`config.mk`:
```
export PLATFORM = sky130hd
export DESIGN_NAME = ptab_top
export DESIGN_NICKNAME = d
export VERILOG_FILES = /design/src/rtl/ptab_xtal_presc.v /design/src/rtl/ptab_edge_det.v /design/src/rtl/ptab_top.v
export VERILOG_INCLUDE_DIRS = /design/src /design/src/pkg
export SDC_FILE = /design/constraint.sdc
export NUM_CORES = 1
export LEC_CHECK = 0
export BUFFER_PORTS_ARGS = -buffer_cell sky130_fd_sc_hd__buf_2
export CAP_MARGIN = 10
export CORE_UTILIZATION = 45
export DETAILED_ROUTE_END_ITERATION = 6
export GPL_TIMING_DRIVEN = 0
export PLACE_DENSITY = 0.65
export SKIP_LAST_GASP = 1
export SLEW_MARGIN = 10
export SYNTH_ARGS = -nofsm -noshare
export SYNTH_HDL_FRONTEND = slang
export SYNTH_SLANG_ARGS = --single-unit
```
`constraint.sdc`:
```
create_clock -name pclk -period 3.3 [get_ports pclk]
set_input_delay 0.165 -clock pclk [delete_from_list [all_inputs] [get_ports pclk]]
set_output_delay 0.165 -clock pclk [all_outputs]
set_load 0.005 [all_outputs]
```
`src/pkg/ptab_map.vh`:
```
`ifndef PTAB_MAP_VH
`define PTAB_MAP_VH

// Register indices; byte address is four times the index
`define PTAB_IDX_TA_IRQ 10'h001
`define PTAB_IDX_TB_IRQ 10'h002
`define PTAB_IDX_TA_MODE 10'h008
`define PTAB_IDX_TB_MODE_ONE 10'h009
`define PTAB_IDX_TB_LOW 10'h00a
`define PTAB_IDX_TB_HIGH 10'h00b
`define PTAB_IDX_CAP_FLAGS 10'h021
`define PTAB_IDX_EVENT_PIN 10'h024
`define PTAB_IDX_TB_MODE_TWO 10'h026
`define PTAB_IDX_SW_CLEAR 10'h030

// Field positions
`define PTAB_TA_IRQ_BIT 2
`define PTAB_TB_IRQ_BIT 0
`define PTAB_TIME_BASE_BIT 3
`define PTAB_RELOAD_BIT 3
`define PTAB_CAP_STATUS_BIT 0
`define PTAB_CAP_ERROR_BIT 1
`define PTAB_CAPTURE_EN_BIT 2
`define PTAB_EVENT_FN_BIT 0
`define PTAB_CLR_W_BIT 0
`define PTAB_CLR_TA_BIT 1

// Codes and reset values
`define PTAB_SRC_EVENT 3'h7
`define PTAB_EDGE_FALL 2'h1
`define PTAB_EDGE_RISE 2'h2
`define PTAB_EDGE_BOTH 2'h3
`define PTAB_MODE4_RESET 4'h0
`define PTAB_MODE3_RESET 3'h0
`define PTAB_S_RESET 11'h000
`define PTAB_W_RESET 5'h00
`define PTAB_CNT_RESET 8'h00
`define PTAB_CNT_MAX 8'hff

// Prescaler tap tables, one 4-bit divider exponent per code
`define PTAB_TB_TAPS 32'h0123579b
`define PTAB_TA_S_TAPS 32'h0123579b
`define PTAB_TA_W_TAPS 32'h54321054

// Timing counts: settle in cycles of pclk, divider terminal count in crystal rising edges
`define PTAB_MODE_ONE_SETTLE 2
`define PTAB_XTAL_DIV 3'h7

`endif

```
`src/rtl/ptab_xtal_presc.v`:
```
`timescale 1ns/1ns
`default_nettype none
`include "ptab_map.vh"

// Crystal clock divided by eight, then a five-bit prescaler
module ptab_xtal_presc (
  input wire pclk,
  input wire presetn,
  input wire crystal_clock_input,
  input wire sw_clear,
  output wire [4:0] w_cnt,
  output wire w_step
);
  reg xtal_prev_q;
  reg [2:0] div_q;
  reg [4:0] w_q;
  wire rise;

  assign rise = crystal_clock_input & ~xtal_prev_q;
  assign w_step = rise & (div_q == `PTAB_XTAL_DIV);
  assign w_cnt = w_q;

  always @(posedge pclk or negedge presetn) begin
    if (!presetn) begin
      xtal_prev_q <= 1'b0;
      div_q <= 3'h0;
      w_q <= `PTAB_W_RESET;
    end else begin
      xtal_prev_q <= crystal_clock_input;
      if (rise) begin
        div_q <= div_q + 3'h1;
      end
      if (sw_clear) begin
        w_q <= `PTAB_W_RESET;
      end else if (w_step) begin
        w_q <= w_q + 5'h01;
      end
    end
  end
endmodule
`default_nettype wire

```
`src/rtl/ptab_edge_det.v`:
```
`timescale 1ns/1ns
`default_nettype none
`include "ptab_map.vh"

// Selected-edge detector on the event pin
module ptab_edge_det (
  input wire pclk,
  input wire presetn,
  input wire pin,
  input wire enable,
  input wire [1:0] edge_sel,
  output wire edge_hit
);
  reg prev_q;
  wire rise;
  wire fall;

  assign rise = pin & ~prev_q;
  assign fall = ~pin & prev_q;
  assign edge_hit = enable &
    ((rise & edge_sel[1]) | (fall & edge_sel[0]));

  always @(posedge pclk or negedge presetn) begin
    if (!presetn) begin
      prev_q <= 1'b0;
    end else begin
      prev_q <= pin;
    end
  end
endmodule
`default_nettype wire

```
`src/rtl/ptab_top.v`:
```
// The implementer's own choice: the APB interface to the registers.
`timescale 1ns/1ns
`default_nettype none
`include "ptab_map.vh"

module ptab_top #(
  parameter [31:0] TB_TAPS = `PTAB_TB_TAPS,
  parameter [31:0] TA_S_TAPS = `PTAB_TA_S_TAPS,
  parameter [31:0] TA_W_TAPS = `PTAB_TA_W_TAPS,
  parameter integer MODE_ONE_SETTLE = `PTAB_MODE_ONE_SETTLE
) (
  input wire pclk,
  input wire presetn,
  input wire psel,
  input wire penable,
  input wire pwrite,
  input wire [11:0] paddr,
  input wire [31:0] pwdata,
  output reg [31:0] prdata,
  output reg pready,
  output reg pslverr,
  input wire low_power_halt,
  input wire crystal_clock_input,
  input wire event_trigger_pin,
  output reg event_pin_is_event,
  output reg timer_a_irq_flag,
  output reg timer_b_irq_flag,
  output reg capture_status_flag,
  output reg capture_error_flag
);
  function tap_hit;
    input [10:0] cnt;
    input [3:0] n;
    reg [10:0] m;
    begin
      m = (11'h001 << n) - 11'h001;
      tap_hit = ((cnt & m) == m);
    end
  endfunction

  function [3:0] tap_of;
    input [31:0] table_v;
    input [2:0] code;
    begin
      tap_of = table_v[{code, 2'b00} +: 4];
    end
  endfunction

  // Register state
  reg [10:0] s_q;
  reg [3:0] timer_a_mode_q;
  reg [7:0] timer_a_q;
  reg [3:0] mode_one_pend_q;
  reg [3:0] timer_b_mode_one_q;
  reg [1:0] settle_q;
  reg mode_one_busy_q;
  reg [2:0] timer_b_mode_two_q;
  reg [3:0] load_low_q;
  reg [3:0] load_high_q;
  reg [7:0] timer_b_q;
  reg [7:0] read_q;

  // Bus decode
  wire [9:0] idx;
  wire setup;
  wire access;
  wire wr;
  wire rd;
  reg hit;
  reg [3:0] rd_nib;

  assign idx = paddr[11:2];
  assign setup = psel & ~penable;
  assign access = psel & penable & pready;
  assign wr = access & pwrite & ~pslverr;
  // Read strobe in the setup cycle, when the upper digit is sampled
  assign rd = setup & ~pwrite;

  wire wr_ta_irq;
  wire wr_tb_irq;
  wire wr_ta_mode;
  wire wr_mode_one;
  wire wr_low;
  wire wr_high;
  wire wr_cap;
  wire wr_evpin;
  wire wr_mode_two;
  wire wr_clr;
  wire rd_high;
  assign wr_ta_irq = wr & (idx == `PTAB_IDX_TA_IRQ);
  assign wr_tb_irq = wr & (idx == `PTAB_IDX_TB_IRQ);
  assign wr_ta_mode = wr & (idx == `PTAB_IDX_TA_MODE);
  assign wr_mode_one = wr & (idx == `PTAB_IDX_TB_MODE_ONE);
  assign wr_low = wr & (idx == `PTAB_IDX_TB_LOW);
  assign wr_high = wr & (idx == `PTAB_IDX_TB_HIGH);
  assign wr_cap = wr & (idx == `PTAB_IDX_CAP_FLAGS);
  assign wr_evpin = wr & (idx == `PTAB_IDX_EVENT_PIN);
  assign wr_mode_two = wr & (idx == `PTAB_IDX_TB_MODE_TWO);
  assign wr_clr = wr & (idx == `PTAB_IDX_SW_CLEAR);
  assign rd_high = rd & (idx == `PTAB_IDX_TB_HIGH);

  // Mode fields
  wire time_base_select;
  wire tb_reload;
  wire [2:0] tb_src;
  wire tb_capture;
  wire [1:0] tb_edge;
  assign time_base_select = timer_a_mode_q[`PTAB_TIME_BASE_BIT];
  assign tb_reload = timer_b_mode_one_q[`PTAB_RELOAD_BIT];
  assign tb_src = timer_b_mode_one_q[2:0];
  assign tb_capture = timer_b_mode_two_q[`PTAB_CAPTURE_EN_BIT];
  assign tb_edge = timer_b_mode_two_q[1:0];

  // Software clears
  wire clr_w;
  wire clr_ta;
  assign clr_w = wr_clr & pwdata[`PTAB_CLR_W_BIT];
  assign clr_ta = wr_clr & pwdata[`PTAB_CLR_TA_BIT] & time_base_select;

  // Prescaler W
  wire [4:0] w_cnt;
  wire w_step;

  ptab_xtal_presc u_xtal (
    .pclk(pclk),
    .presetn(presetn),
    .crystal_clock_input(crystal_clock_input),
    .sw_clear(clr_w),
    .w_cnt(w_cnt),
    .w_step(w_step)
  );

  // Event edge detection
  wire ev_edge;

  ptab_edge_det u_edge (
    .pclk(pclk),
    .presetn(presetn),
    .pin(event_trigger_pin),
    .enable(event_pin_is_event),
    .edge_sel(tb_edge),
    .edge_hit(ev_edge)
  );

  // Prescaler S
  wire s_run;
  assign s_run = ~low_power_halt;

  always @(posedge pclk or negedge presetn) begin
    if (!presetn) begin
      s_q <= `PTAB_S_RESET;
    end else if (s_run) begin
      s_q <= s_q + 11'h001;
    end
  end

  // Timer A clock selection
  wire ta_tick_s;
  wire ta_tick_w;
  wire ta_tick;
  wire ta_ovf;
  assign ta_tick_s = s_run & tap_hit(s_q, tap_of(TA_S_TAPS, timer_a_mode_q[2:0]));
  assign ta_tick_w = w_step & tap_hit({6'h00, w_cnt}, tap_of(TA_W_TAPS, timer_a_mode_q[2:0]));
  assign ta_tick = time_base_select ? ta_tick_w : ta_tick_s;
  assign ta_ovf = ta_tick & (timer_a_q == `PTAB_CNT_MAX);

  always @(posedge pclk or negedge presetn) begin
    if (!presetn) begin
      timer_a_mode_q <= `PTAB_MODE4_RESET;
      timer_a_q <= `PTAB_CNT_RESET;
    end else begin
      if (wr_ta_mode) begin
        timer_a_mode_q <= pwdata[3:0];
      end
      if (clr_ta) begin
        timer_a_q <= `PTAB_CNT_RESET;
      end else if (ta_tick) begin
        timer_a_q <= timer_a_q + 8'h01;
      end
    end
  end

  // Timer B mode one with delayed effect
  always @(posedge pclk or negedge presetn) begin
    if (!presetn) begin
      mode_one_pend_q <= `PTAB_MODE4_RESET;
      timer_b_mode_one_q <= `PTAB_MODE4_RESET;
      settle_q <= 2'h0;
      mode_one_busy_q <= 1'b0;
    end else if (wr_mode_one) begin
      mode_one_pend_q <= pwdata[3:0];
      settle_q <= MODE_ONE_SETTLE[1:0] - 2'h1;
      mode_one_busy_q <= 1'b1;
    end else if (mode_one_busy_q) begin
      if (settle_q == 2'h1 || settle_q == 2'h0) begin
        timer_b_mode_one_q <= mode_one_pend_q;
        mode_one_busy_q <= 1'b0;
        settle_q <= 2'h0;
      end else begin
        settle_q <= settle_q - 2'h1;
      end
    end
  end

  // Timer B clocking
  wire tb_src_event;
  wire tb_tick_s;
  wire tb_trig;
  wire tb_tick;
  wire tb_ovf;
  assign tb_src_event = (tb_src == `PTAB_SRC_EVENT);
  assign tb_tick_s = s_run & tap_hit(s_q, tap_of(TB_TAPS, tb_src));
  assign tb_trig = tb_capture & ev_edge;
  assign tb_tick = tb_src_event ? (~tb_capture & ev_edge) : tb_tick_s;
  assign tb_ovf = tb_tick & (timer_b_q == `PTAB_CNT_MAX);

  always @(posedge pclk or negedge presetn) begin
    if (!presetn) begin
      timer_b_mode_two_q <= `PTAB_MODE3_RESET;
      event_pin_is_event <= 1'b0;
      load_low_q <= 4'h0;
      load_high_q <= 4'h0;
      timer_b_q <= `PTAB_CNT_RESET;
      read_q <= `PTAB_CNT_RESET;
    end else begin
      if (wr_mode_two) begin
        timer_b_mode_two_q <= pwdata[2:0];
      end
      if (wr_evpin) begin
        event_pin_is_event <= pwdata[`PTAB_EVENT_FN_BIT];
      end
      if (wr_low) begin
        load_low_q <= pwdata[3:0];
      end
      if (wr_high) begin
        load_high_q <= pwdata[3:0];
        timer_b_q <= {pwdata[3:0], load_low_q};
      end else if (tb_trig) begin
        timer_b_q <= `PTAB_CNT_RESET;
      end else if (tb_ovf) begin
        timer_b_q <= tb_reload ? {load_high_q, load_low_q} : `PTAB_CNT_RESET;
      end else if (tb_tick) begin
        timer_b_q <= timer_b_q + 8'h01;
      end
      if (tb_trig) begin
        read_q <= timer_b_q;
      end else if (rd_high & ~tb_capture) begin
        read_q <= timer_b_q;
      end
    end
  end

  // Sticky flags; a set in the clearing cycle wins
  always @(posedge pclk or negedge presetn) begin
    if (!presetn) begin
      timer_a_irq_flag <= 1'b0;
      timer_b_irq_flag <= 1'b0;
      capture_status_flag <= 1'b0;
      capture_error_flag <= 1'b0;
    end else begin
      if (ta_ovf) begin
        timer_a_irq_flag <= 1'b1;
      end else if (wr_ta_irq & ~pwdata[`PTAB_TA_IRQ_BIT]) begin
        timer_a_irq_flag <= 1'b0;
      end
      if (tb_ovf | tb_trig) begin
        timer_b_irq_flag <= 1'b1;
      end else if (wr_tb_irq & ~pwdata[`PTAB_TB_IRQ_BIT]) begin
        timer_b_irq_flag <= 1'b0;
      end
      if (tb_trig) begin
        capture_status_flag <= 1'b1;
      end else if (wr_cap & ~pwdata[`PTAB_CAP_STATUS_BIT]) begin
        capture_status_flag <= 1'b0;
      end
      if (capture_status_flag & (tb_trig | (tb_capture & tb_ovf))) begin
        capture_error_flag <= 1'b1;
      end else if (wr_cap & ~pwdata[`PTAB_CAP_ERROR_BIT]) begin
        capture_error_flag <= 1'b0;
      end
    end
  end

  // Read mux and address check, evaluated in the setup cycle
  always @* begin
    hit = 1'b1;
    rd_nib = 4'h0;
    case (idx)
      `PTAB_IDX_TA_IRQ: rd_nib = {1'b0, timer_a_irq_flag, 2'b00};
      `PTAB_IDX_TB_IRQ: rd_nib = {3'b000, timer_b_irq_flag};
      `PTAB_IDX_CAP_FLAGS: rd_nib = {2'b00, capture_error_flag, capture_status_flag};
      `PTAB_IDX_TB_LOW: rd_nib = read_q[3:0];
      `PTAB_IDX_TB_HIGH: rd_nib = tb_capture ? read_q[7:4] : timer_b_q[7:4];
      `PTAB_IDX_TA_MODE,
      `PTAB_IDX_TB_MODE_ONE,
      `PTAB_IDX_EVENT_PIN,
      `PTAB_IDX_TB_MODE_TWO,
      `PTAB_IDX_SW_CLEAR: rd_nib = 4'h0;
      default: hit = 1'b0;
    endcase
  end

  // APB answer: one access cycle, no wait states
  always @(posedge pclk or negedge presetn) begin
    if (!presetn) begin
      prdata <= 32'h00000000;
      pready <= 1'b0;
      pslverr <= 1'b0;
    end else begin
      pready <= setup;
      if (setup) begin
        pslverr <= ~hit;
        prdata <= (pwrite | ~hit) ? 32'h00000000 : {28'h0000000, rd_nib};
      end else if (!psel) begin
        pslverr <= 1'b0;
      end
    end
  end
endmodule
`default_nettype wire

```
### Word level (Yosys, flattened, before mapping)

Cells that the tools add are included.

| storage, ports and cells | value |
|---|---|
| flip-flop bits (word level) | 110 |
| input bits | 52 |

| operators by class | value |
|---|---|
| add/subtract/negate cells | 9 |
| equality and inequality tests | 19 |
| shift operators | 6 |
| mux-type cells | 33 |
| bitwise gates (word level) | 61 |
| reduce and logical (&&, ||, !) cells | 13 |

Operators with widths:

| cell | number |
|---|---|
| 32-bit by 6-bit variable part select with 4-bit output, first input constant | 3 |
| 8-bit 2-to-1 mux | 9 |
| 1-bit bitwise AND | 41 |
| 10-bit by 4-bit == test with 1-bit output, second input constant | 4 |
| 10-bit by 6-bit == test with 1-bit output, second input constant | 4 |
| 11-bit == test | 3 |
| 1-bit by 4-bit << shifter with 11-bit output, first input constant | 3 |
| 11-bit by 1-bit subtractor with 11-bit output, second input constant | 3 |
| 11-bit bitwise AND | 2 |
| 4-bit one-hot mux with 5 select lines | 1 |
| 8-bit by 1-bit adder with 8-bit output, second input constant | 2 |
| 8-bit == test, second input constant | 2 |
| 1-bit 2-to-1 mux | 16 |
| 2-bit nonzero test | 8 |
| 1-bit inverter | 13 |
| 11-bit by 1-bit adder with 11-bit output, second input constant | 1 |
| 5-bit by 11-bit bitwise AND with 11-bit output | 1 |
| 10-bit by 1-bit == test with 1-bit output, second input constant | 1 |
| 10-bit by 2-bit == test with 1-bit output, second input constant | 1 |
| 5-bit 2-to-1 mux | 2 |
| 10-bit OR reduction | 1 |
| 4-bit 2-to-1 mux | 2 |
| 3-bit == test, second input constant | 2 |
| 2-bit 2-to-1 mux | 3 |
| other kinds (10) | 13 |

### Logic depth before layout (Yosys ltp)

Gate-level depths: netlist of run 1.

| logic depth | value |
|---|---|
| word-level depth | 12 |
| mapped depth | 13 |
| gate-level depth less buffers | 12 |

### Hierarchy

From an unflattened synthesis of run 1, not the netlist that was laid out.

| second synthesis, totals | value |
|---|---|
| cells, all modules | 472 |
| area total of the unflattened synthesis | 4715.8 um2 |

Modules (own cells, without submodules):

| module | times used | cells an instance | area each (um2) |
|---|---|---|---|
| ptab_top | 1 | 435 | 4244.1 |
| ptab_xtal_presc | 1 | 33 | 425.4 |
| ptab_edge_det | 1 | 4 | 46.3 |

### Worst setup path before layout of run 1

No wires, ideal clock.

| timing path | value |
|---|---|
| kind | reg-to-reg |
| from | register timer_a_mode_q[1] |
| to | register timer_a_q[6] |
| data arrival time | 2.633 ns |
| slack | 0.589 ns |
| cell stages (with the launch flop) | 12 |
| path buffers | 0 |
| clock period less this slack | 2.711 ns |
| cell sequence | dfrtp_1 -> inv_1 -> ha_1 -> inv_1 -> nand3_1 -> ha_1 -> a21oi_1 -> o21ai_0 -> a2111oi_4 -> a31oi_2 -> or4_1 -> a21oi_1 |

| on the way | value |
|---|---|
| longest elaborated chain between the ends | 8 |
| elaborated cells on any way between the ends | 14 |
| classes of those cells | add/sub: 2; eq/ne: 2; shift: 4; mux: 1; bitwise: 4; reduce/logical: 1 |

Ends and longest elaborated chain:

| what | line | text |
|---|---|---|
| start, declared | ptab_top.v:51 | `reg [3:0] timer_a_mode_q;` |
| start signal, assigned | ptab_top.v:169 | `` timer_a_mode_q <= `PTAB_MODE4_RESET; `` |
| start signal, assigned | ptab_top.v:173 | `timer_a_mode_q <= pwdata[3:0];` |
| 32-bit by 6-bit variable part select with 4-bit output | ptab_top.v:45 | `tap_of = table_v[{code, 2'b00} +: 4];` |
| 1-bit by 4-bit << shifter with 11-bit output | ptab_top.v:36 | `m = (11'h001 << n) - 11'h001;` |
| 11-bit by 1-bit subtractor with 11-bit output | ptab_top.v:36 |  |
| 11-bit bitwise AND or 5-bit by 11-bit bitwise AND with 11-bit output (tied branches) | ptab_top.v:37 | `tap_hit = ((cnt & m) == m);` |
| 11-bit == test | ptab_top.v:37 |  |
| 1-bit bitwise AND (on tied branches) | ptab_top.v:162, ptab_top.v:163 |  |
| 1-bit 2-to-1 mux * | ptab_top.v:164 | `assign ta_tick = time_base_select ? ta_tick_w : ta_tick_s;` |
| 2-bit nonzero test (no line) * | -- |  |
| end signal, assigned | ptab_top.v:170 | `` timer_a_q <= `PTAB_CNT_RESET; `` |
| end signal, assigned | ptab_top.v:176 | `` timer_a_q <= `PTAB_CNT_RESET; `` |
| end signal, assigned | ptab_top.v:178 | `timer_a_q <= timer_a_q + 8'h01;` |
| end, declared | ptab_top.v:52 | `reg [7:0] timer_a_q;` |

Every way passes the cells marked *; elsewhere a longest branch is shown, timed or not.
A chain may end at the register's enable or synchronous reset.

### Worst setup path after layout of run 1

| timing path | value |
|---|---|
| from | register timer_a_mode_q[2] |
| to | register timer_a_q[6] |

The elaborated chain is that of the path after synthesis.

==> qor.yml, run 1 <==
grt_usage_pct: 19.9
synth_cell_type_count: 70
syn_inst: 476
async_reset_ff_share_pct: 100
drt-total-wl_um: 10000
rows: 36
synth-main-ff-cell: "dfrtp_1"
regToRegSetupSlack_ns: 0.32
antenna_found_initial: 0
final_common_cell: "dfrtp_1"
total_power_mw: 2.30
dr.pass1.iters: 5
dp_hpwl_um: 7470
maxSlewViolCount: 0
cts_buffer_depth: 2
min_to: "pslverr$_DFFE_PN0P_"
power_density_mw_per_mm2: 429
drive_gt1_share_pct: 22.2
cts_tree: "done"
crit_required_ns: 3.58
end_kind: "flop"
min_path_type: "primary input to flop"
grt_pass1_wl_um: 17400
dp_cells: 668
die_y_um: 104
layout_common_cells: "dfrtp_1, nand2_1, buf_2, buf_4, a21oi_1"
cp_max_fo: 8
ios: 91
synth.avg_cell_area_um2: 9.86
cts_root_buffer: "clkbuf_8"
hold_depth: 2
drv_cap: 0
r2r_cells: 11
drt_iter0_drc: 210
post_drt_wl_per_cell_um: 14.6
clkTransAtPathRegs_ns: 0.08
ys_top_cells_by_area: "dfrtp_1, mux2_2, buf_4, nand2_1, ha_1"
setup_viol: 0
drt-vias-per-instance: 5.47
cp-start-kind: "flop"
synth_warnings: 0
synth_seq_cells: 82
tightest_slew_ns: 0.803
status: "finished clean"
syn-cell-area_mm2: 0.00469
start_util_pct: 47.1
io_buffers: 31
antenna_cells: 0
rsz0062_at_grt: "no"
drc_errors: 0
core_mm2: 0.00995
r2r_end: "timer_a_q[6]$_DFFE_PN0P_"
fmax_mhz: 336
grt_max_degree: 66
total_leakage_power_nw: 2.44
period_needed_ns: 2.98
die_area_mm2: 0.0108
skew_ns: 0.00821
nNetsFinal: 614
ys_seq_area_share_pct: 43.7
cts_max_level: 3
min_from: "psel"
crit_arrival_ns: 3.26
netlist.area_leader.share_pct: 43.7
first_global_vias: 3663
synth_edf_count: 0
fin_cells: 687
place_congestion: 0.885
slew_headroom_pct: 46.0
numCtsBuffers: 9
post-route-period-util_pct: 90.2
hold_viol_final: 0
synthToLayoutAreaGrowth_pct: 14.0
num_vias: 3756
clock_sinks: 82
setup_tns_ns: 0
worstSetupPathType: "flop to flop"
yosysTopAreaCell: "dfrtp_1"
die_x_um: 104
ant_nets: 0
clock_latency_ns: 0.35
r2r-start: "timer_a_mode_q[2]$_DFFE_PN0P_"
ir_worst_vdd_mv: 0.232
overflow: 0
## per-layer routing
layer  vias up  track usage (%)  share of wire, %
met5         -                0                 0
met2       113             33.7                49
met4         0             7.14               1.7
met3        15             4.20               5.5
met1      1818             25.1                44
li1       1810                -                 -
## worst max-delay path by stage
stage                                  startpoint                        to  slack, ns  depth (start not counted)
CTS                 timer_a_mode_q[1]$_DFFE_PN0P_  timer_a_q[6]$_DFFE_PN0P_       0.23                         11
global route        timer_a_mode_q[2]$_DFFE_PN0P_  timer_a_q[2]$_DFFE_PN0P_       0.04                         12
global placement    timer_a_mode_q[1]$_DFFE_PN0P_  timer_a_q[6]$_DFFE_PN0P_       0.33                         10
floorplan           timer_a_mode_q[1]$_DFFE_PN0P_  timer_a_q[6]$_DFFE_PN0P_       0.59                         11
detailed placement  timer_a_mode_q[1]$_DFFE_PN0P_  timer_a_q[6]$_DFFE_PN0P_       0.26                         11
finish              timer_a_mode_q[2]$_DFFE_PN0P_  timer_a_q[6]$_DFFE_PN0P_       0.32                         11
## Yosys cell counts (3+ instances only)
cell type	instances
a21o_1	3
a21oi_1	30
a31oi_1	6
and2_1	6
and3_1	3
buf_4	30
clkbuf_1	5
dfrtp_1	82
ha_1	13
inv_1	18
mux2_2	27
mux2i_1	9
nand2_1	55
nand2b_1	5
nand3_1	14
nand3b_1	3
nand4_1	10
nor2_1	27
nor2b_1	9
nor3_1	5
nor4_1	3
nor4_2	3
o21ai_0	19
o21ai_1	8
o31ai_1	6
or3_1	9
xnor2_1	12
xor2_1	6
## flip-flops by register name, indices dropped and copies added, names as in the netlist, 2 cells and up
signal / count
timer_a_q: 8
s_q: 11
load_high_q: 4
timer_a_mode_q: 4
u_xtal.div_q: 3
settle_q: 2
timer_b_mode_two_q: 3
timer_b_q: 8
timer_b_mode_one_q: 4
prdata: 4
read_q: 8
load_low_q: 4
mode_one_pend_q: 4
u_xtal.w_cnt: 5
## metrics by stage
stage / utilization [%] / setup slack [ns] / instance area [µm²] / hold WS, ns
final: 53.7 / 0.324 / 5350 / 0.0505
after global routing: 53.7 / 0.0417 / 5350 / 0.0436
after CTS: 53.7 / 0.231 / 5340 / 0.0349
after detailed placement: 51.7 / 0.262 / 5140 / 0.0590
after global placement: 51.4 / 0.334 / 5110 / 0.289
after floorplan: - / 0.589 / 4790 / -0.131
## layout make-up
cell class	count	area, µm²
plain buffers	38	265
clock buffers	11	131
clock inverters	5	37.5
fillers	917	4600
inverters	19	71.3
multi-input cells	364	2410
flip-flops and latches	82	2050
well taps	133	166
repair buffers	35	215
## power breakdown
part | leakage, nW | internal [mW] | switching (mW)
sequential | 1.06 | 1.13 | 0.143
clock | 0.0803 | 0.278 | 0.365
combinational | 1.30 | 0.193 | 0.190
## what timing repair did
| action | in CTS | in global routing |
|---|---|---|
| buffers inserted | 0 | 0 |
| hold buffers | 3 | 0 |
| setup endpoints to repair | 0 | 7 |
| hold endpoints to repair | 19 | 0 |
| resized for setup | 0 | 4 |
## critical path, stage by stage (launching register included)
cell and delay, ns:
dfrtp_1 0.40, buf_2 0.21, inv_2 0.09, ha_2 0.38, nand3_1 0.09, ha_1 0.23, a21oi_1 0.15, o21ai_0 0.14
a2111oi_4 0.40, a31oi_2 0.12, or4_1 0.54, a21oi_1 0.15
## cells by family (layout without fill, tap and decap cells)
family | Yosys count | count (layout) | share of synthesized area, %
other cells | 1 | 28 | 0.0799
fa+ha+maj | 13 | 13 | 3.47
mux | 36 | 36 | 8.40
buf+inv | 57 | 108 | 7.17
simple gates | 164 | 164 | 18.5
flops | 82 | 82 | 43.7
xor+xnor | 18 | 18 | 3.36
compound gates | 105 | 105 | 15.3
Note: power is estimated with default switching activity, not from simulation.
==> run 2, diff against run 1 <==
CORE_MARGIN = 5   (was unset)
==> qor.yml, run 2 (synthesis gave the netlist of run 1 again) <==
status: "finished clean"
clock_latency_ns: 0.35  # about the same
first_global_vias: 3606  # -1.6%
post_drt_wl_per_cell_um: 15.1  # +3.3%
dp_cells: 671  # +0.45%
rsz0062_at_grt: "no"
fin_area_mm2: 0.00538  # +0.49%
dp_hpwl_um: 7700  # +3.1%
worstSetupPathType: "flop to flop"
period_needed_ns: 3.00  # +0.0286 ns
fin_cells: 690  # +0.44%
p_seq_share_pct: 54.0  # -1.3 points
nNetsFinal: 614  # unchanged
rows: 37  # +2.8%
dr.pass1.iters: 4  # -1
r2r-start: "timer_a_mode_q[2]$_DFFE_PN0P_"
regToRegSetupSlack_ns: 0.30  # -0.03 ns
core_mm2: 0.0102  # +2.8%
clock_sinks: 82  # unchanged
cp-start-kind: "flop"
total_leakage_power_nw: 2.45  # +0.66%
hold_depth: 2  # unchanged
die_x_um: 112  # +7.7%
endpoint: "timer_a_q[6]$_DFFE_PN0P_"
ios: 91  # unchanged
layout_common_cells: "dfrtp_1, nand2_1, buf_2, buf_4, a21oi_1"
io_buffers: 31  # unchanged
swShare_pct: 30.5  # +0.063 points
drive_gt1_share_pct: 22.0  # -0.18 points
min_path_type: "primary input to flop"
numCtsBuffers: 9  # unchanged
tightest_slew_ns: 0.978  # +0.174 ns
num_vias: 3694  # -1.7%
crit_arrival_ns: 3.29  # +0.03 ns
setup_viol: 0  # unchanged
power_density_mw_per_mm2: 438  # +2.0%
post_cts_buffers: 0  # unchanged
cp_max_fo: 8  # unchanged
drt-total-wl_um: 10400  # +3.7%
cts_root_buffer: "clkbuf_8"
cts_buffer_depth: 2  # unchanged
whs_ns: 0.0483  # -0.00217 ns
post-route-period-util_pct: 91.1  # +0.87 points
place_congestion: 0.842  # -4.9%
drt_iter0_drc: 210  # unchanged
fmax_mhz: 333  # -0.95%
r2r_cells: 11  # unchanged
top_register: "s_q"
final_common_cell: "dfrtp_1"
largest_reg_flops: 11  # unchanged
cts_max_level: 3  # unchanged
antenna_cells: 0  # unchanged
drc_errors: 0  # unchanged
antenna_found_initial: 0  # unchanged
p_clk_share_pct: 29.5  # +1.5 points
synthToLayoutAreaGrowth_pct: 14.6
die_area_mm2: 0.0126  # +16%
overflow: 0  # unchanged
combPwrFrac_pct: 16.5  # -0.2 points
end_kind: "flop"
skew_ns: 0.00974  # +0.00153 ns
cp-startpoint: "timer_a_mode_q[2]$_DFFE_PN0P_"
setup_tns_ns: 0  # unchanged
slew_headroom_pct: 34.7  # -11 points
clkTransAtPathRegs_ns: 0.08  # about the same
switchingPower_mw: 0.718  # +2.7%
ir_worst_vdd_mv: 0.218  # -6.1%
drv_cap: 0  # unchanged
drt-vias-per-instance: 5.35  # -2.1%
place_area_mm2: 0.00515  # about the same
grt_usage_pct: 17.3  # -2.6 points
r2r_end: "timer_a_q[6]$_DFFE_PN0P_"
grt_max_degree: 65  # -1.5%
cts_tree: "done"
maxSlewViolCount: 0  # unchanged
hold_viol_final: 0  # unchanged
ant_nets: 0  # unchanged
die_y_um: 112  # +7.7%
crit_required_ns: 3.58  # about the same
grt_pass1_wl_um: 17900  # +2.9%
start_util_pct: 45.9  # -1.3 points
internal_power_mw: 1.64  # +2.4%
-- run 2: changes by cell type in the layout (fill, tap and decap cells not counted), moves of 2 or more --
cell / change
clkbuf_1: -2
clkbuf_8: +2
ha_1: +2
ha_2: -2
-- run 2: worst max-delay path: stages, from the launching register on --
cell and delay [ns]:
dfrtp_1 0.40, buf_2 0.20, inv_1 0.15, ha_1 0.40, nand3_1 0.10, ha_1 0.23
a21oi_1 0.14, o21ai_0 0.14, a2111oi_4 0.42, a31oi_4 0.09, or4_1 0.53, a21oi_1 0.14
-- run 2: area by class of cell --
class	count	area [µm²]
Timing Repair Buffer	35	215
Clock buffer	11	151
Multi-Input combinational cell	364	2410
Inverter	19	71.3
Fill cell	960	4850
Tap cell	136	170
Clock inverter	5	36.3
Sequential cell	82	2050
Buffer	38	265
-- run 2: what timing repair did --
action / 4_1_cts / 5_1_grt
gates resized for setup: 0 / 2
hold endpoints to repair: 20 / 0
hold buffers: 3 / 0
setup endpoints to repair: 0 / 1
-- run 2: how the worst min path moves through the flow --
stage | from | endpoint | slack (ns)
2_1_floorplan | presetn | capture_error_flag$_DFFE_PN0P_ | -0.13
3_3_place_gp | crystal_clock_input | u_xtal.xtal_prev_q$_DFF_PN0_ | 0.29
3_5_place_dp | presetn | u_xtal.xtal_prev_q$_DFF_PN0_ | 0.06
4_1_cts | psel | pslverr$_DFFE_PN0P_ | 0.03
5_1_grt | psel | pslverr$_DFFE_PN0P_ | 0.05
6_report | psel | pslverr$_DFFE_PN0P_ | 0.05
-- run 2: routing by layer --
| layer | track usage, % | wire length, µm |
|---|---|---|
| met5 | 0 | 0 |
| met4 | 4.89 | 105 |
| met3 | 4.26 | 451 |
| met2 | 29.3 | 5290 |
| met1 | 22.0 | 4570 |
-- run 2: power by group through the flow --
stage | combinational (mW) | sequential (mW) | clock [mW]
after detailed placement | 0.390 | 1.29 | 0
after CTS | 0.393 | 1.27 | 0.721
after floorplan | 0.290 | 1.25 | 0
final | 0.388 | 1.27 | 0.694
after global routing | 0.445 | 1.29 | 0.761
after global placement | 0.361 | 1.28 | 0
-- run 2: per-stage QoR --
step	power, mW	util (%)	setup slack, ns
after floorplan	1.54	-	0.589
after global placement	1.65	50.0	0.323
after detailed placement	1.68	50.3	0.224
after CTS	2.39	52.5	0.207
after global routing	2.50	52.5	0.0520
final	2.35	52.5	0.295
==> run 3, diff against run 2 <==
CELL_PAD_IN_SITES_DETAIL_PLACEMENT = 0   (was unset)
CELL_PAD_IN_SITES_GLOBAL_PLACEMENT = 1   (was unset)
CORE_UTILIZATION = 43   (was 45)
PLACE_DENSITY = 0.79   (was 0.65)
==> qor.yml, run 3 (synthesis gave the netlist of run 1 again) <==
min_path_type: "primary input to flop"
clock_sinks: 82  # unchanged
total_power_mw: 2.33  # -1.2%
rsz0062_at_grt: "no"
total_leakage_power_nw: 2.44  # -0.78%
first_global_vias: 3597  # -0.25%
tightest_slew_ns: 0.906  # -0.0714 ns
cp_top_family: "compound AO/OA/AOI/OAI gates"
drv_cap: 0  # unchanged
place_congestion: 0.838  # -0.44%
swShare_pct: 30.5  # about the same
worstPathCellList: "clkbuf_4, clkinvlp_4, ha_4, nand3_1, ha_1, a21oi_1, o21ai_0, a2111oi_4, a31oi_2, or4_1, a21oi_1"
crit_required_ns: 3.57  # about the same
switchingPower_mw: 0.709  # -1.2%
grt_pass1_wl_um: 17800  # -0.50%
r2r_cells: 11  # unchanged
ir_worst_vdd_mv: 0.214  # -2.1%
skew_ns: 0.0113  # +0.00153 ns
fmax_mhz: 331  # -0.47%
slew_headroom_pct: 38.0  # +3.4 points
setup_viol: 0  # unchanged
drt_iter0_drc: 225  # +7.1%
layout_common_cells: "dfrtp_1, nand2_1, buf_4"
drc_errors: 0  # unchanged
path_depth: 11  # unchanged
hold_viol_final: 0  # unchanged
crit_arrival_ns: 3.29  # about the same
cpMostUsedCell: "a21oi_1"
combPwrFrac_pct: 16.4  # about the same
end_kind: "flop"
die_x_um: 114  # +2.1%
post_cts_buffers: 0  # unchanged
overflow: 0  # unchanged
grt_max_degree: 63  # -3.1%
die_area_mm2: 0.0131  # +4.2%
internal_power_mw: 1.62  # -1.2%
cts_root_buffer: "clkbuf_8"
drive_gt1_share_pct: 22.2  # +0.18 points
ant_nets: 0  # unchanged
synthToLayoutAreaGrowth_pct: 14.8
final_common_cell: "dfrtp_1"
status: "finished clean"
dp_hpwl_um: 7920  # +2.9%
cp_max_fo: 8  # unchanged
start_util_pct: 43.7  # -2.2 points
numCtsBuffers: 9  # unchanged
num_vias: 3675  # -0.51%
setup_tns_ns: 0  # unchanged
clock_latency_ns: 0.35  # about the same
ios: 91  # unchanged
cp_slowest_cell: "or4_1"
max_stage_delay_ns: 0.53  # about the same
largest_reg_flops: 11  # unchanged
cts_buffer_depth: 2  # unchanged
power_density_mw_per_mm2: 432  # -1.4%
p_clk_share_pct: 28.9  # -0.6 points
post-route-period-util_pct: 91.5  # +0.43 points
core_mm2: 0.0107  # +5.0%
rows: 38  # +2.7%
dr.pass1.iters: 4  # unchanged
grt_usage_pct: 16.9  # -0.42 points
worstSetupPathType: "flop to flop"
antenna_cells: 0  # unchanged
io_buffers: 31  # unchanged
top_register: "s_q"
period_needed_ns: 3.02  # +0.0142 ns
post_drt_wl_per_cell_um: 15.2  # +0.85%
clkTransAtPathRegs_ns: 0.09  # about the same
hold_depth: 2  # unchanged
cts_max_level: 3  # unchanged
drt-vias-per-instance: 5.30  # -1.1%
die_y_um: 114  # +2.1%
critPathBufInv: 2  # unchanged
p_seq_share_pct: 54.6  # +0.6 points
cp-start-kind: "flop"
drt-total-wl_um: 10600  # +1.4%
cts_tree: "done"
antenna_found_initial: 0  # unchanged
maxSlewViolCount: 0  # unchanged
nNetsFinal: 614  # unchanged
## run 3: path summary, 6_finish.rpt
kind / from / end / slack [ns]
min in group asynchronous: presetn / u_xtal.div_q[0]$_DFFE_PN0P_ / 0.23
max in group asynchronous: presetn / timer_a_mode_q[1]$_DFFE_PN0P_ / 2.46
worst max-delay path: timer_a_mode_q[2]$_DFFE_PN0P_ / timer_a_q[6]$_DFFE_PN0P_ / 0.28
worst min-delay path: psel / pslverr$_DFFE_PN0P_ / 0.05
worst max register to register: timer_a_mode_q[2]$_DFFE_PN0P_ / timer_a_q[6]$_DFFE_PN0P_ / 0.28
worst min register to register: load_high_q[2]$_DFFE_PN0P_ / load_high_q[2]$_DFFE_PN0P_ / 0.48
## run 3: layer usage
| layer | share of wire [%] | up-vias | global-route usage (%) | wire (µm) |
|---|---|---|---|---|
| met4 | 0.82 | 0 | 3.88 | 87 |
| met3 | 3.7 | 9 | 3.70 | 388 |
| met1 | 44 | 1804 | 22.5 | 4660 |
| met2 | 51 | 56 | 28.0 | 5430 |
| li1 | - | 1806 | - | - |
| met5 | 0 | - | 0 | 0 |
## run 3: through the flow
stage | setup WS, ns | std cells | utilization, % | hold slack (ns) | cell area (µm²)
after global placement | 0.270 | 674 | 47.7 | 0.291 | 5120
after floorplan | 0.589 | 503 | - | -0.131 | 4790
after CTS | 0.184 | 694 | 49.9 | 0.0373 | 5370
final | 0.281 | 694 | 50.1 | 0.0535 | 5390
after detailed placement | 0.205 | 675 | 48.0 | 0.0774 | 5150
after global routing | 0.0101 | 694 | 50.1 | 0.0443 | 5390
## run 3: final cells by class
cell class | count | area, µm²
plain buffers | 38 | 268
inverters | 19 | 75.1
flip-flops and latches | 82 | 2050
repair buffers | 35 | 215
well taps | 140 | 175
clock inverters | 5 | 40.0
multi-input cells | 364 | 2420
fillers | 1018 | 5360
clock buffers | 11 | 141
## run 3: repair_timing
action	4_1_cts	5_1_grt
gates resized for setup	0	5
setup endpoints to repair	0	4
hold buffers	3	0
endpoints found under the hold margin	22	0
## run 3: power by group through the flow
stage,Combinational [mW],Sequential [mW],Clock [mW]
global route,0.447,1.29,0.739
CTS,0.389,1.27,0.695
detailed placement,0.384,1.29,0
global placement,0.361,1.29,0
floorplan,0.290,1.25,0
finish,0.382,1.27,0.673
